==> config.mk <==
export PLATFORM = sky130hd
export DESIGN_NAME = alt_setting_bank
export DESIGN_NICKNAME = d
export VERILOG_FILES = /design/src/design/alt_bank_pkg.sv /design/src/design/alt_setting_bank.sv
export SDC_FILE = /design/constraint.sdc
export NUM_CORES = 1
export LEC_CHECK = 0
export BUFFER_PORTS_ARGS = -buffer_cell sky130_fd_sc_hd__clkbuf_2
export CORE_ASPECT_RATIO = 0.8
export CORE_UTILIZATION = 60
export DETAILED_ROUTE_END_ITERATION = 12
export PLACE_DENSITY_LB_ADDON = 0.1
export SYNTH_ARGS = -nofsm -noshare
export SYNTH_HDL_FRONTEND = slang
export SYNTH_SLANG_ARGS = --single-unit
==> constraint.sdc <==
create_clock -name clk_i -period 6.7 [get_ports clk_i]
set_input_delay 0.67 -clock clk_i [delete_from_list [all_inputs] [get_ports clk_i]]
set_output_delay 0.67 -clock clk_i [all_outputs]
set_load 0.005 [all_outputs]
==> src/design/alt_bank_pkg.sv <==
// Constants, field layouts and carrier types for the alternate
// regulator setting and pin configuration byte register bank.
// Assumes a byte-wide register port driven by the 2-wire slave logic.
package alt_bank_pkg;

  // Register offsets (9-bit register address space)
  localparam logic [8:0] OFS_BUCK2_ALT    = 9'h0B4;
  localparam logic [8:0] OFS_BUCK1_ALT    = 9'h0B5;
  localparam logic [8:0] OFS_BUCK4_ALT    = 9'h0B6;
  localparam logic [8:0] OFS_BUCK3_ALT    = 9'h0B8;
  localparam logic [8:0] OFS_LDO1_ALT     = 9'h0BA;
  localparam logic [8:0] OFS_LDO2_ALT     = 9'h0BB;
  localparam logic [8:0] OFS_LDO3_ALT     = 9'h0BC;
  localparam logic [8:0] OFS_LDO4_ALT     = 9'h0BD;
  localparam logic [8:0] OFS_CHARGER      = 9'h0C5;
  localparam logic [8:0] OFS_SLAVE_ADDR   = 9'h105;
  localparam logic [8:0] OFS_PIN_CFG      = 9'h106;
  localparam logic [8:0] OFS_FAULT_CFG    = 9'h107;
  localparam logic [8:0] OFS_CLK_CFG      = 9'h108;

  // Regulator index: 0..3 buck1..buck4, 4..7 ldo1..ldo4
  localparam int unsigned NUM_REG  = 8;
  localparam int unsigned NUM_BUCK = 4;
  localparam logic [NUM_REG-1:0][8:0] OFS_ALT = {
    OFS_LDO4_ALT, OFS_LDO3_ALT, OFS_LDO2_ALT, OFS_LDO1_ALT,
    OFS_BUCK4_ALT, OFS_BUCK3_ALT, OFS_BUCK2_ALT, OFS_BUCK1_ALT};

  // Field positions
  localparam int unsigned POS_SLEEP      = 7;
  localparam int unsigned POS_ADDR_LO    = 4;
  localparam int unsigned POS_HS_FIXED   = 6;
  localparam int unsigned POS_FAST_PLUS  = 5;
  localparam int unsigned POS_BUS_SUPPLY = 4;
  localparam int unsigned POS_IRQ_POL    = 3;
  localparam int unsigned POS_DRIVE_TYPE = 2;
  localparam int unsigned POS_IN_SUPPLY  = 0;
  localparam int unsigned POS_HYST_LO    = 4;
  localparam int unsigned POS_B3_INV     = 6;
  localparam int unsigned POS_B4_INV     = 4;
  localparam int unsigned POS_B1_INV     = 3;
  localparam int unsigned POS_DISCHARGE  = 2;

  // Masks of bits that read back; the rest read zero
  localparam logic [7:0] MASK_SLAVE_ADDR = 8'hF0;
  localparam logic [7:0] MASK_PIN_CFG    = 8'h7F;

  // Values after reset
  localparam logic [7:0] RST_ALT         = 8'h00;
  localparam logic [7:0] RST_CHARGER     = 8'h00;
  localparam logic [7:0] RST_SLAVE_ADDR  = 8'h00;
  localparam logic [7:0] RST_PIN_CFG     = 8'h00;
  localparam logic [7:0] RST_FAULT_CFG   = 8'h00;
  localparam logic [7:0] RST_CLK_CFG     = 8'h00;
  localparam logic [7:0] RD_UNMAPPED     = 8'h00;
  // Pins in reset: both enables on, both levels low
  localparam logic [3:0] RST_PINS        = 4'h5;

  // Voltage code scaling, millivolts
  localparam logic [11:0] MV_BUCK12_BASE = 12'd300;
  localparam logic [11:0] MV_BUCK4_BASE  = 12'd530;
  localparam logic [11:0] MV_BUCK3_BASE  = 12'd800;
  localparam logic [11:0] MV_LDO_BASE    = 12'd900;
  localparam logic [11:0] MV_STEP_FINE   = 12'd10;
  localparam logic [11:0] MV_STEP_BUCK3  = 12'd20;
  localparam logic [11:0] MV_STEP_LDO    = 12'd50;
  localparam logic [5:0]  LDO_CODE_MIN   = 6'h02;
  localparam logic [5:0]  LDO_CODE_MAX   = 6'h38;
  localparam logic [8:0]  MV_HYST_BASE   = 9'd100;
  localparam logic [8:0]  MV_HYST_STEP   = 9'd50;
  localparam logic [11:0] MV_FAULT_BASE  = 12'd2500;
  localparam logic [11:0] MV_FAULT_STEP  = 12'd50;

  typedef enum logic [1:0] {
    OP_PWM,
    OP_PFM,
    OP_AUTO
  } op_mode_type;

  // Mode field values of a buck
  localparam logic [1:0] MODE_FOLLOW = 2'h0;
  localparam logic [1:0] MODE_PFM    = 2'h1;
  localparam logic [1:0] MODE_PWM    = 2'h2;

  typedef struct packed {
    logic [6:0]  level;
    logic [11:0] mv;
    logic        sleep;
  } reg_out_type;

  typedef struct packed {
    logic        high_speed_fixed;
    logic        fast_plus_select;
    logic        bus_pin_supply_select;
    logic        control_input_supply_select;
    logic        irq_active_high;
    logic        output_drive_type;
  } pin_cfg_type;

  typedef struct packed {
    logic [12:0] charge_current_ua;
    logic        charge_enable;
    logic [11:0] termination_mv;
    logic        termination_enable;
  } charger_type;

  typedef struct packed {
    logic [8:0]  hysteresis_mv;
    logic [11:0] threshold_mv;
  } fault_type;

  typedef struct packed {
    logic buck1_clock_invert;
    logic buck3_clock_invert;
    logic buck4_clock_invert;
    logic rail_active_discharge;
  } buck_cfg_type;

  typedef struct packed {
    logic irq_out;
    logic irq_oe;
    logic rst_out;
    logic rst_oe;
  } pin_drive_type;

endpackage : alt_bank_pkg

==> src/design/alt_setting_bank.sv <==
// Alternate (B) regulator settings, backup charger, slave address and
// pin configuration register bank with its decoded outputs.
// Assumes the 2-wire slave and voltage control logic share clk_i.
// Functional notes
// - Buck bit 7 picks PWM(0) or PFM(1) when mode is 0 and B active.
// - Buck1/buck2 B code gives 0.3 V plus 10 mV per step.
// - Buck4 B code gives 0.53 V plus 10 mV per step.
// - Buck3 B code gives 0.80 V plus 20 mV per step.
// - LDO B code 0x02..0x38 gives 0.9..3.6 V, clamped outside.
// - LDO bit 7 forces sleep while B is selected; bit 6 reserved.
// - Charger current code decodes to off, 100..900 uA, 1..4 mA, 6 mA.
// - Termination code decodes to off, 1.1..1.8 V, 2.0..2.9 V, 3.1 V.
// - Slave answers at base field with 000 and at that plus one.
// - Address register read-only while lock fuse set; writable while it is clear.
// - High-speed fixed bit keeps slave permanently in high-speed mode.
// - Fast-mode-plus bit selects fast-mode-plus timings.
// - Interrupt output active low (0) or active high (1).
// - Reset and interrupt outputs push-pull (0) or open-drain (1).
// - Supply selects for bus pins and control inputs: core 0, I/O 1.
// - Fault hysteresis code gives 100 mV plus 50 mV per step.
// - Fault threshold code gives 2.5 V plus 50 mV per step.
// - Clock invert bits for buck3, buck4, and buck1 versus buck2.
// - Discharge bit enables active discharge of buck rails.
// - Buck mode 00 follows sleep bits, 01 PFM, 10 PWM, 11 automatic.
`timescale 1ns/1ps
module alt_setting_bank
  import alt_bank_pkg::*;
(
  // Clock and reset
  input  wire logic                        clk_i,
  input  wire logic                        arst_n_i,
  // Register port from the 2-wire slave
  input  wire logic [8:0]                  reg_addr_i,
  input  wire logic                        reg_wr_i,
  input  wire logic [7:0]                  reg_wdata_i,
  input  wire logic                        reg_rd_i,
  output logic      [7:0]                  reg_rdata_o,
  output logic                             reg_rvalid_o,
  input  wire logic                        application_lock_fuse_i,
  // Slave address match
  input  wire logic [6:0]                  bus_addr_i,
  output logic                             bus_addr_match_o,
  // Voltage control: A settings, buck modes, B select
  input  wire logic [NUM_REG-1:0][7:0]     primary_setting_i,
  input  wire logic [NUM_BUCK-1:0][1:0]    buck_operating_select_i,
  input  wire logic [NUM_REG-1:0]          alt_select_i,
  // Regulator controls
  output reg_out_type [NUM_REG-1:0]        reg_out_o,
  output op_mode_type [NUM_BUCK-1:0]       buck_op_mode_o,
  // Configuration outputs
  output pin_cfg_type                      pin_cfg_o,
  output charger_type                      charger_o,
  output fault_type                        fault_o,
  output buck_cfg_type                     buck_cfg_o,
  // Output pin drivers
  input  wire logic                        irq_assert_i,
  input  wire logic                        reset_assert_i,
  output logic                             interrupt_request_out_o,
  output logic                             interrupt_request_oe_o,
  output logic                             system_reset_out_n_o,
  output logic                             system_reset_oe_o
);

  typedef struct packed {
    logic [NUM_REG-1:0][7:0]          alt;
    logic [7:0]                       charger;
    logic [7:0]                       slave_addr;
    logic [7:0]                       pin_cfg;
    logic [7:0]                       fault_cfg;
    logic [7:0]                       clk_cfg;
    logic [7:0]                       rdata;
    logic                             rvalid;
    reg_out_type [NUM_REG-1:0]        outs;
    op_mode_type [NUM_BUCK-1:0]       modes;
    charger_type                      chg;
    fault_type                        flt;
    pin_drive_type                    pins;
  } state_type;

  state_type st_q;
  state_type st_d;

  function automatic logic [12:0] current_ua(input logic [3:0] code);
    logic [12:0] ua;
    ua = 13'd0;
    case (code)
      4'hA:    ua = 13'd1000;
      4'hB:    ua = 13'd2000;
      4'hC:    ua = 13'd3000;
      4'hD:    ua = 13'd4000;
      4'hF:    ua = 13'd6000;
      4'hE:    ua = 13'd0;
      default: ua = 13'({9'd0, code} * 13'd100);
    endcase
    return ua;
  endfunction : current_ua

  function automatic logic [11:0] term_mv(input logic [3:0] code);
    logic [11:0] mv;
    mv = 12'd0;
    case (code)
      4'h1:    mv = 12'd1100;
      4'h2:    mv = 12'd1200;
      4'h3:    mv = 12'd1400;
      4'h4:    mv = 12'd1600;
      4'h5:    mv = 12'd1800;
      4'h6:    mv = 12'd2000;
      4'h7:    mv = 12'd2200;
      4'h8:    mv = 12'd2400;
      4'h9:    mv = 12'd2500;
      4'hA:    mv = 12'd2600;
      4'hB:    mv = 12'd2700;
      4'hC:    mv = 12'd2800;
      4'hD:    mv = 12'd2900;
      4'hF:    mv = 12'd3100;
      default: mv = 12'd0;
    endcase
    return mv;
  endfunction : term_mv

  // Per-regulator selection of A or B, all combinational here
  logic [NUM_REG-1:0][7:0]   sel_set;
  reg_out_type [NUM_REG-1:0] outs_c;
  op_mode_type [NUM_BUCK-1:0] modes_c;

  genvar gi;
  generate
    for (gi = 0; gi < NUM_REG; gi++)
    begin : g_reg
      logic [5:0]  ldo_code;
      logic [11:0] base;
      logic [11:0] step;
      // Pick B only when the control logic selects it
      assign sel_set[gi] = alt_select_i[gi] ? st_q.alt[gi]
                                            : primary_setting_i[gi];
      // Out-of-range codes clamp to the end points
      assign ldo_code = (sel_set[gi][5:0] < LDO_CODE_MIN) ? LDO_CODE_MIN :
                        (sel_set[gi][5:0] > LDO_CODE_MAX) ? LDO_CODE_MAX :
                        sel_set[gi][5:0];
      if (gi < NUM_BUCK)
      begin : g_buck
        // Buck3 has double step; buck4 its own base
        assign base = (gi == 2) ? MV_BUCK3_BASE :
                      (gi == 3) ? MV_BUCK4_BASE : MV_BUCK12_BASE;
        assign step = (gi == 2) ? MV_STEP_BUCK3 : MV_STEP_FINE;
        assign outs_c[gi].level = sel_set[gi][6:0];
        assign outs_c[gi].mv    = 12'(base + step * {5'd0, sel_set[gi][6:0]});
        assign outs_c[gi].sleep = sel_set[gi][POS_SLEEP];
        // Sleep bit only matters in follow mode
        always_comb
        begin
          case (buck_operating_select_i[gi])
            MODE_FOLLOW: modes_c[gi] = sel_set[gi][POS_SLEEP] ? OP_PFM
                                                              : OP_PWM;
            MODE_PFM:    modes_c[gi] = OP_PFM;
            MODE_PWM:    modes_c[gi] = OP_PWM;
            default:     modes_c[gi] = OP_AUTO;
          endcase
        end
      end
      else
      begin : g_ldo
        assign base = MV_LDO_BASE;
        assign step = MV_STEP_LDO;
        assign outs_c[gi].level = {1'b0, ldo_code};
        // Bit 6 stored but unused
        assign outs_c[gi].mv    =
          12'(base + step * {6'd0, 6'(ldo_code - LDO_CODE_MIN)});
        assign outs_c[gi].sleep = sel_set[gi][POS_SLEEP];
      end
    end
  endgenerate

  always_comb
  begin
    logic [7:0] rd;
    logic       irq_level;
    rd        = RD_UNMAPPED;
    irq_level = 1'b0;
    st_d      = st_q;
    // Register writes; unmapped addresses are ignored
    if (reg_wr_i)
    begin
      for (int i = 0; i < NUM_REG; i++)
      begin
        if (reg_addr_i == OFS_ALT[i])
        begin
          st_d.alt[i] = reg_wdata_i;
        end
      end
      case (reg_addr_i)
        OFS_CHARGER:    st_d.charger   = reg_wdata_i;
        // Fused parts keep their address
        OFS_SLAVE_ADDR: if (!application_lock_fuse_i)
                        begin
                          st_d.slave_addr = reg_wdata_i & MASK_SLAVE_ADDR;
                        end
        OFS_PIN_CFG:    st_d.pin_cfg   = reg_wdata_i & MASK_PIN_CFG;
        OFS_FAULT_CFG:  st_d.fault_cfg = reg_wdata_i;
        OFS_CLK_CFG:    st_d.clk_cfg   = reg_wdata_i;
        default:        st_d.charger   = st_d.charger;
      endcase
    end
    // Reads return the value held before a same-cycle write
    for (int i = 0; i < NUM_REG; i++)
    begin
      if (reg_addr_i == OFS_ALT[i])
      begin
        rd = st_q.alt[i];
      end
    end
    case (reg_addr_i)
      OFS_CHARGER:    rd = st_q.charger;
      OFS_SLAVE_ADDR: rd = st_q.slave_addr;
      OFS_PIN_CFG:    rd = st_q.pin_cfg;
      OFS_FAULT_CFG:  rd = st_q.fault_cfg;
      OFS_CLK_CFG:    rd = st_q.clk_cfg;
      default:        rd = rd;
    endcase
    st_d.rvalid = reg_rd_i;
    if (reg_rd_i)
    begin
      st_d.rdata = rd;
    end
    st_d.outs  = outs_c;
    st_d.modes = modes_c;
    // Charger decode; code 1110 is treated as off
    st_d.chg.charge_current_ua  = current_ua(st_q.charger[7:4]);
    st_d.chg.charge_enable      = (current_ua(st_q.charger[7:4]) != 13'd0);
    st_d.chg.termination_mv     = term_mv(st_q.charger[3:0]);
    st_d.chg.termination_enable = (term_mv(st_q.charger[3:0]) != 12'd0);
    // Comparator settings
    st_d.flt.hysteresis_mv = 9'(MV_HYST_BASE + MV_HYST_STEP *
      {6'd0, st_q.fault_cfg[POS_HYST_LO +: 3]});
    st_d.flt.threshold_mv  = 12'(MV_FAULT_BASE + MV_FAULT_STEP *
      {8'd0, st_q.fault_cfg[3:0]});
    // Polarity applies before drive type
    irq_level = st_q.pin_cfg[POS_IRQ_POL] ? irq_assert_i : !irq_assert_i;
    if (st_q.pin_cfg[POS_DRIVE_TYPE])
    begin
      // Open-drain only ever pulls low
      st_d.pins.irq_out = 1'b0;
      st_d.pins.irq_oe  = !irq_level;
      st_d.pins.rst_out = 1'b0;
      st_d.pins.rst_oe  = reset_assert_i;
    end
    else
    begin
      st_d.pins.irq_out = irq_level;
      st_d.pins.irq_oe  = 1'b1;
      st_d.pins.rst_out = !reset_assert_i;
      st_d.pins.rst_oe  = 1'b1;
    end
  end

  always_ff @(posedge clk_i or negedge arst_n_i)
  begin
    if (!arst_n_i)
    begin
      st_q            <= '0;
      st_q.alt        <= {NUM_REG{RST_ALT}};
      st_q.charger    <= RST_CHARGER;
      st_q.slave_addr <= RST_SLAVE_ADDR;
      st_q.pin_cfg    <= RST_PIN_CFG;
      st_q.fault_cfg  <= RST_FAULT_CFG;
      st_q.clk_cfg    <= RST_CLK_CFG;
      st_q.pins       <= RST_PINS;
    end
    else
    begin
      st_q <= st_d;
    end
  end

  // Either LSB is accepted, upper address bits must match
  assign bus_addr_match_o =
    (bus_addr_i[6:1] == {st_q.slave_addr[7:POS_ADDR_LO], 2'b00});

  assign reg_rdata_o  = st_q.rdata;
  assign reg_rvalid_o = st_q.rvalid;
  assign reg_out_o    = st_q.outs;
  assign buck_op_mode_o = st_q.modes;
  assign charger_o    = st_q.chg;
  assign fault_o      = st_q.flt;

  // Static configuration taken straight from the registers
  assign pin_cfg_o.high_speed_fixed = st_q.pin_cfg[POS_HS_FIXED];
  assign pin_cfg_o.fast_plus_select = st_q.pin_cfg[POS_FAST_PLUS];
  assign pin_cfg_o.bus_pin_supply_select =
    st_q.pin_cfg[POS_BUS_SUPPLY];
  assign pin_cfg_o.control_input_supply_select =
    st_q.pin_cfg[POS_IN_SUPPLY];
  assign pin_cfg_o.irq_active_high   = st_q.pin_cfg[POS_IRQ_POL];
  assign pin_cfg_o.output_drive_type = st_q.pin_cfg[POS_DRIVE_TYPE];

  assign buck_cfg_o.buck1_clock_invert = st_q.clk_cfg[POS_B1_INV];
  assign buck_cfg_o.buck3_clock_invert = st_q.clk_cfg[POS_B3_INV];
  assign buck_cfg_o.buck4_clock_invert = st_q.clk_cfg[POS_B4_INV];
  assign buck_cfg_o.rail_active_discharge =
    st_q.clk_cfg[POS_DISCHARGE];

  assign interrupt_request_out_o = st_q.pins.irq_out;
  assign interrupt_request_oe_o  = st_q.pins.irq_oe;
  assign system_reset_out_n_o    = st_q.pins.rst_out;
  assign system_reset_oe_o       = st_q.pins.rst_oe;

endmodule : alt_setting_bank

==> results of run 1 <==
-- sequential cells by signal, indices dropped and copies added, names as in the netlist --
| register | count |
|---|---|
| interrupt_request_oe_o | 1 |
| reg_out_o | 134 |
| interrupt_request_out_o | 1 |
| fault_o | 19 |
| reg_rdata_o | 8 |
| system_reset_oe_o | 1 |
| pin_cfg_o | 6 |
| system_reset_out_n_o | 1 |
| reg_rvalid_o | 1 |
| st_q | 89 |
| charger_o | 23 |
| buck_op_mode_o | 8 |
| buck_cfg_o | 4 |
-- worst min-delay path by stage --
stage                         start             to  depth (start not counted)
after floorplan            arst_n_i  buck_cfg_o[0]                          0
final                      arst_n_i  reg_out_o[32]                          1
after global placement    st_q[237]     fault_o[1]                          0
after detailed placement  st_q[237]     fault_o[1]                          0
after global routing       arst_n_i  reg_out_o[32]                          1
after CTS                  arst_n_i  reg_out_o[32]                          1
-- metrics by stage --
stage,setup WS [ns],std cells
global placement,1.594,2201
CTS,2.013,2258
detailed placement,1.469,2201
finish,1.956,2259
floorplan,2.055,1749
global route,1.731,2259
-- where the power goes --
group	leakage (nW)	internal, W	switching [W]
sequential	3.78	0.00199	0.0000790
clock	0.565	0.00123	0.000747
combinational	5.77	0.000622	0.000764
-- routing by layer --
layer  GRT usage, %  part of all wire [%]  up-vias
met5              0                 0.065        -
met4          6.349                   2.3        4
met3          5.846                   7.5       66
met2          41.47                    44      425
met1          38.90                    46     6071
li1               -                     -     5913
-- worst max-delay path: stages (launching register included) --
cell	delay [ns]
dfrtp_1	0.43
mux2i_1	0.43
a31oi_1	0.17
o21ai_2	0.30
inv_1	0.16
ha_1	0.31
xor2_1	0.29
ha_1	0.29
ha_1	0.29
ha_1	0.30
ha_1	0.34
a21oi_1	0.16
or4b_2	0.65
o2111ai_1	0.16
o21ai_0	0.16
xnor2_1	0.16
-- cells in the final DEF, fill, tap and decap left out, types with 31 or more instances in the layout --
master     instances
clkbuf_2         325
dfrtp_1          294
ha_1             166
mux2_2           131
nor2_1           106
inv_1            101
xnor2_1           74
a21oi_1           73
nand2_1           63
xor2_1            45
o21ai_0           43
nand3_1           35
mux2i_1           33
clkbuf_16         31
-- logic make-up (layout without fill, tap and decap cells) --
kind of cell | count (synthesis) | after routing | share of synthesized area, %
buf+inv | 386 | 489 | 12.91
flops | 296 | 296 | 40.45
other cells | 2 | 23 | 0.04100
mux | 169 | 169 | 10.38
fa+ha+maj | 177 | 177 | 12.49
xor+xnor | 119 | 119 | 5.690
simple gates | 330 | 330 | 9.003
compound gates | 250 | 250 | 9.031
-- area by class of cell --
class                           instances  area, um2
Fill cell                            2348       9863
Inverter                              101      379.1
Antenna cell                            1      2.502
Clock buffer                           35      820.8
Timing Repair Buffer                  331       1679
Tap cell                              406      508.0
Sequential cell                       296       7410
Clock inverter                         22      359.1
Multi-Input combinational cell       1067       8617
==> results.json, run 1 <==
{
  "fp.coreArea_um2": 29640,
  "rsz0062_at_grt": "false",
  "synth_seq_cells": 296,
  "post_drt_wl_per_cell_um": 18.49,
  "syn_inst": 1729,
  "die_w_um": 197.3,
  "synth.top_cells.by_area": "dfrtp_1 (40%), ha_1 (11%), buf_4 (9.7%)",
  "setup-violations-final": 0,
  "synth_area_leader_cell": "dfrtp_1",
  "first_pass_iters": 5,
  "slew_violations": 0,
  "cts.repair.resized": 0,
  "ir_drop_v": 0.0002290,
  "synthDistinctLibCells": 87,
  "dpl_cell_area_um2": 18590,
  "start_util_pct": 61.80,
  "r2r_slack_ns": 1.96,
  "hold_slack_ns": 0.1053,
  "cts_made_buffers": 31,
  "crit_type": "reg2reg",
  "crit_path_end": "reg_out_o[112]",
  "synth.avg_cell_area_um2": 10.59,
  "design_area_um2": 19780,
  "status": "completed",
  "hold_violations": 0,
  "fin_nets": 2115,
  "drive_above_1_share_pct": 30.24,
  "area.growth.synth_to_final_pct": 7.965,
  "finClkSkew_ns": 0.008943,
  "worst_pin_slew_ns": 0.9152,
  "yosysMostFrequentCell": "dfrtp_1",
  "powerDensity_nw_per_um2": 274.8,
  "die_area_um2": 31230,
  "synth_common_cells": "dfrtp_1 (294), buf_4 (236), ha_1 (166)",
  "ioPinCount": 351,
  "period_minus_slack_ns": 4.745,
  "overflow": 0,
  "drcViolationCount": 0,
  "r2r_cells": 15,
  "grt_usage_pct": 26.95,
  "post_cts_buffers": 0,
  "yosysWarnings": 0,
  "root_buffer": "clkbuf_16",
  "relSlewSlack_pct": 38.99,
  "power.leakage_nw": 10.12,
  "clock-sinks": 296,
  "synth.top_cell.area_share_pct": 40.17,
  "antenna_found_initial": 3,
  "cts_max_level": 1,
  "clkLatencyLatePin_ns": 0.56,
  "path_clk_slew_ns": 0.07,
  "grt_pass1_wl_um": 65740,
  "cap_violations": 0,
  "postCtsHoldBufs": 0,
  "fp-row-count": 56,
  "drtAntennaViolNets": 0,
  "fmax_mhz": 210.8,
  "fin_util_pct": 66.72,
  "wirelength_um": 41760,
  "grt_max_degree": 92,
  "cts_tree": "yes",
  "synth_edf_count": 0,
  "synth_area_um2": 18320,
  "period_share_pct": 70.81,
  "arrival_ns": 5.18,
  "vias": 12479,
  "async_flop_share_pct": 100.0,
  "required_ns": 7.13,
  "clockBufferDepth": 3,
  "first_global_vias": 12149,
  "path_max_fanout": 6,
  "power.total_w": 0.005433,
  "startpoint": "st_q[313]",
  "reg2reg_from": "st_q[313]",
  "synthFlopType": "dfrtp_1",
  "hp-class": "in2async",
  "end_kind": "flop",
  "reg2reg_to": "reg_out_o[112]",
  "start_kind": "flop",
  "hpwl_um": 31580,
  "tns_ns": 0,
  "die_h_um": 158.3,
  "port_buffers": 326,
  "ys_seq_area_share_pct": 40.45,
  "routabilityCongestion": 0.9239,
  "drt-vias-per-instance": 5.524,
  "drt_iter0_markers": 766
}
No activity file was read; power rests on OpenSTA's default activity.
==> run 2, diff against run 1 <==
- CORE_UTILIZATION: 60 -> 57
- clock period: 6.7 -> 4.95 ns (I/O delays scaled with it)
==> run 2 against run 1 <==
Sequential power grew 35%. Utilization shrank 3.9 points. Critical path depth is the same. First-iteration DRC count shrank 11%. Cell count grew 1.1%. Clock power grew 25%. Count of clock-buffer cells in the layout grew 12. Largest cell class unchanged.
==> results.json, run 2 (same netlist as run 1, synthesis figures left out) <==
{
  "placed_cells": 2225,
  "period_minus_slack_ns": 4.650,
  "regArea_um2": 7410,
  "relSlewSlack_pct": 43.25,
  "fin_util_pct": 62.82,
  "arrival_ns": 5.09,
  "required_ns": 5.39,
  "drt_iter0_markers": 685,
  "end_kind": "flop",
  "first_global_vias": 12226,
  "port_buffers": 326,
  "fmax_mhz": 215.0,
  "clock-sinks": 296,
  "final_cell_mix": "clkbuf_2 (325), dfrtp_1 (294), ha_1 (166), mux2_2 (131), nor2_1 (106)",
  "die_w_um": 202.4,
  "cts_made_buffers": 31,
  "drt-vias-per-instance": 5.467,
  "hold_violations": 0,
  "first_pass_iters": 4,
  "fp.coreArea_um2": 31500,
  "stdcell_count": 2284,
  "ioPinCount": 351,
  "powerDensity_nw_per_um2": 363.7,
  "clockBufferDepth": 3,
  "worst_pin_slew_ns": 0.8481,
  "cts_max_level": 1,
  "nFillCells": 2546,
  "start_util_pct": 58.16,
  "hpwl_um": 31800,
  "antenna_found_initial": 4,
  "drive_above_1_share_pct": 29.99,
  "dp_slack_ns": -0.03520,
  "multi_input_area_um2": 8617,
  "grt_pass1_wl_um": 66600,
  "hp-class": "in2reg",
  "wirelength_um": 42050,
  "die_h_um": 162.3,
  "grt_usage_pct": 25.65,
  "period_share_pct": 93.94,
  "crit_type": "reg2reg",
  "rsz0062_at_grt": "false",
  "power.leakage_nw": 10.13,
  "slew_violations": 0,
  "setup-violations-final": 0,
  "routabilityCongestion": 0.8992,
  "path_max_fanout": 5,
  "power.total_w": 0.007195,
  "clkLatencyLatePin_ns": 0.58,
  "path_clk_slew_ns": 0.06,
  "die_area_um2": 32860,
  "tns_ns": 0,
  "fin_nets": 2126,
  "layout_commonest_cell": "clkbuf_2",
  "start_kind": "flop",
  "layout_setup_ws_ns": 0.2999,
  "largest_reg_flops": 134,
  "fp-row-count": 58,
  "overflow": 0,
  "area.growth.synth_to_final_pct": 8.020,
  "post_drt_wl_per_cell_um": 18.41,
  "vias": 12487,
  "finClkSkew_ns": 0.02441,
  "diodes": 0,
  "status": "completed",
  "root_buffer": "clkbuf_16",
  "grt_max_degree": 120,
  "drcViolationCount": 0,
  "ir_drop_v": 0.0002541,
  "cap_violations": 0,
  "drtAntennaViolNets": 0,
  "cts_tree": "yes"
}
run 2: per-stage QoR:
| stage | area (um2) | hold slack, ns |
|---|---|---|
| after floorplan | 18390 | 0.1994 |
| after global placement | 18700 | 0.4538 |
| after detailed placement | 18700 | 0.4605 |
| after CTS | 19790 | 0.04566 |
| after global routing | 19790 | 0.06313 |
| final | 19790 | 0.06543 |
run 2: worst paths after layout:
path | from | cells past startpoint | slack [ns] | endpoint
max | st_q[314] | 15 | 0.30 | reg_out_o[112]
min | reset_assert_i | 2 | 0.07 | system_reset_out_n_o
max reg2reg | st_q[314] | 15 | 0.30 | reg_out_o[112]
min reg2reg | st_q[237] | 0 | 0.48 | fault_o[1]
max in group asynchronous | arst_n_i | 3 | 3.32 | reg_out_o[17]
min in group asynchronous | arst_n_i | 2 | 0.54 | reg_out_o[12]
run 2: worst max-delay path, stage by stage, from the launching register on:
cell       delay [ns]
dfrtp_1          0.42
mux2i_1          0.36
a31oi_1          0.16
o21ai_2          0.30
inv_1            0.16
ha_1             0.33
xor2_1           0.31
ha_1             0.29
ha_1             0.29
ha_1             0.30
ha_1             0.33
a21oi_1          0.15
or4b_2           0.63
o2111ai_1        0.16
o21ai_0          0.17
xnor2_1          0.15
run 2: what timing repair did:
action	CTS	global route
hold buffers	1	0
setup endpoints to repair	0	0
hold endpoints to repair	89	0
gates resized for setup	0	0
setup buffers	0	0
run 2: layout make-up:
cell class / instances / area share [%]
Tap cell: 420 / 2.656
Sequential cell: 296 / 37.45
Clock buffer: 47 / 4.376
Multi-Input combinational cell: 1067 / 43.55
Timing Repair Buffer: 342 / 8.980
Inverter: 101 / 1.916
Clock inverter: 11 / 1.069
run 2: layer usage:
metal / vias to the layer above / share of wire [%] / track usage (%)
met5: - / 0.14 / 0
met4: 8 / 1.8 / 4.921
met3: 65 / 5.9 / 4.622
met2: 369 / 44 / 39.74
met1: 6099 / 48 / 37.82
li1: 5946 / - / -
run 2: power breakdown:
| group | switching, W | total, W | internal [W] |
|---|---|---|---|
| sequential | 0.000106 | 0.00280 | 0.00270 |
| combinational | 0.00104 | 0.00191 | 0.000865 |
| clock | 0.000966 | 0.00248 | 0.00151 |
| total | 0.00212 | 0.00720 | 0.00508 |
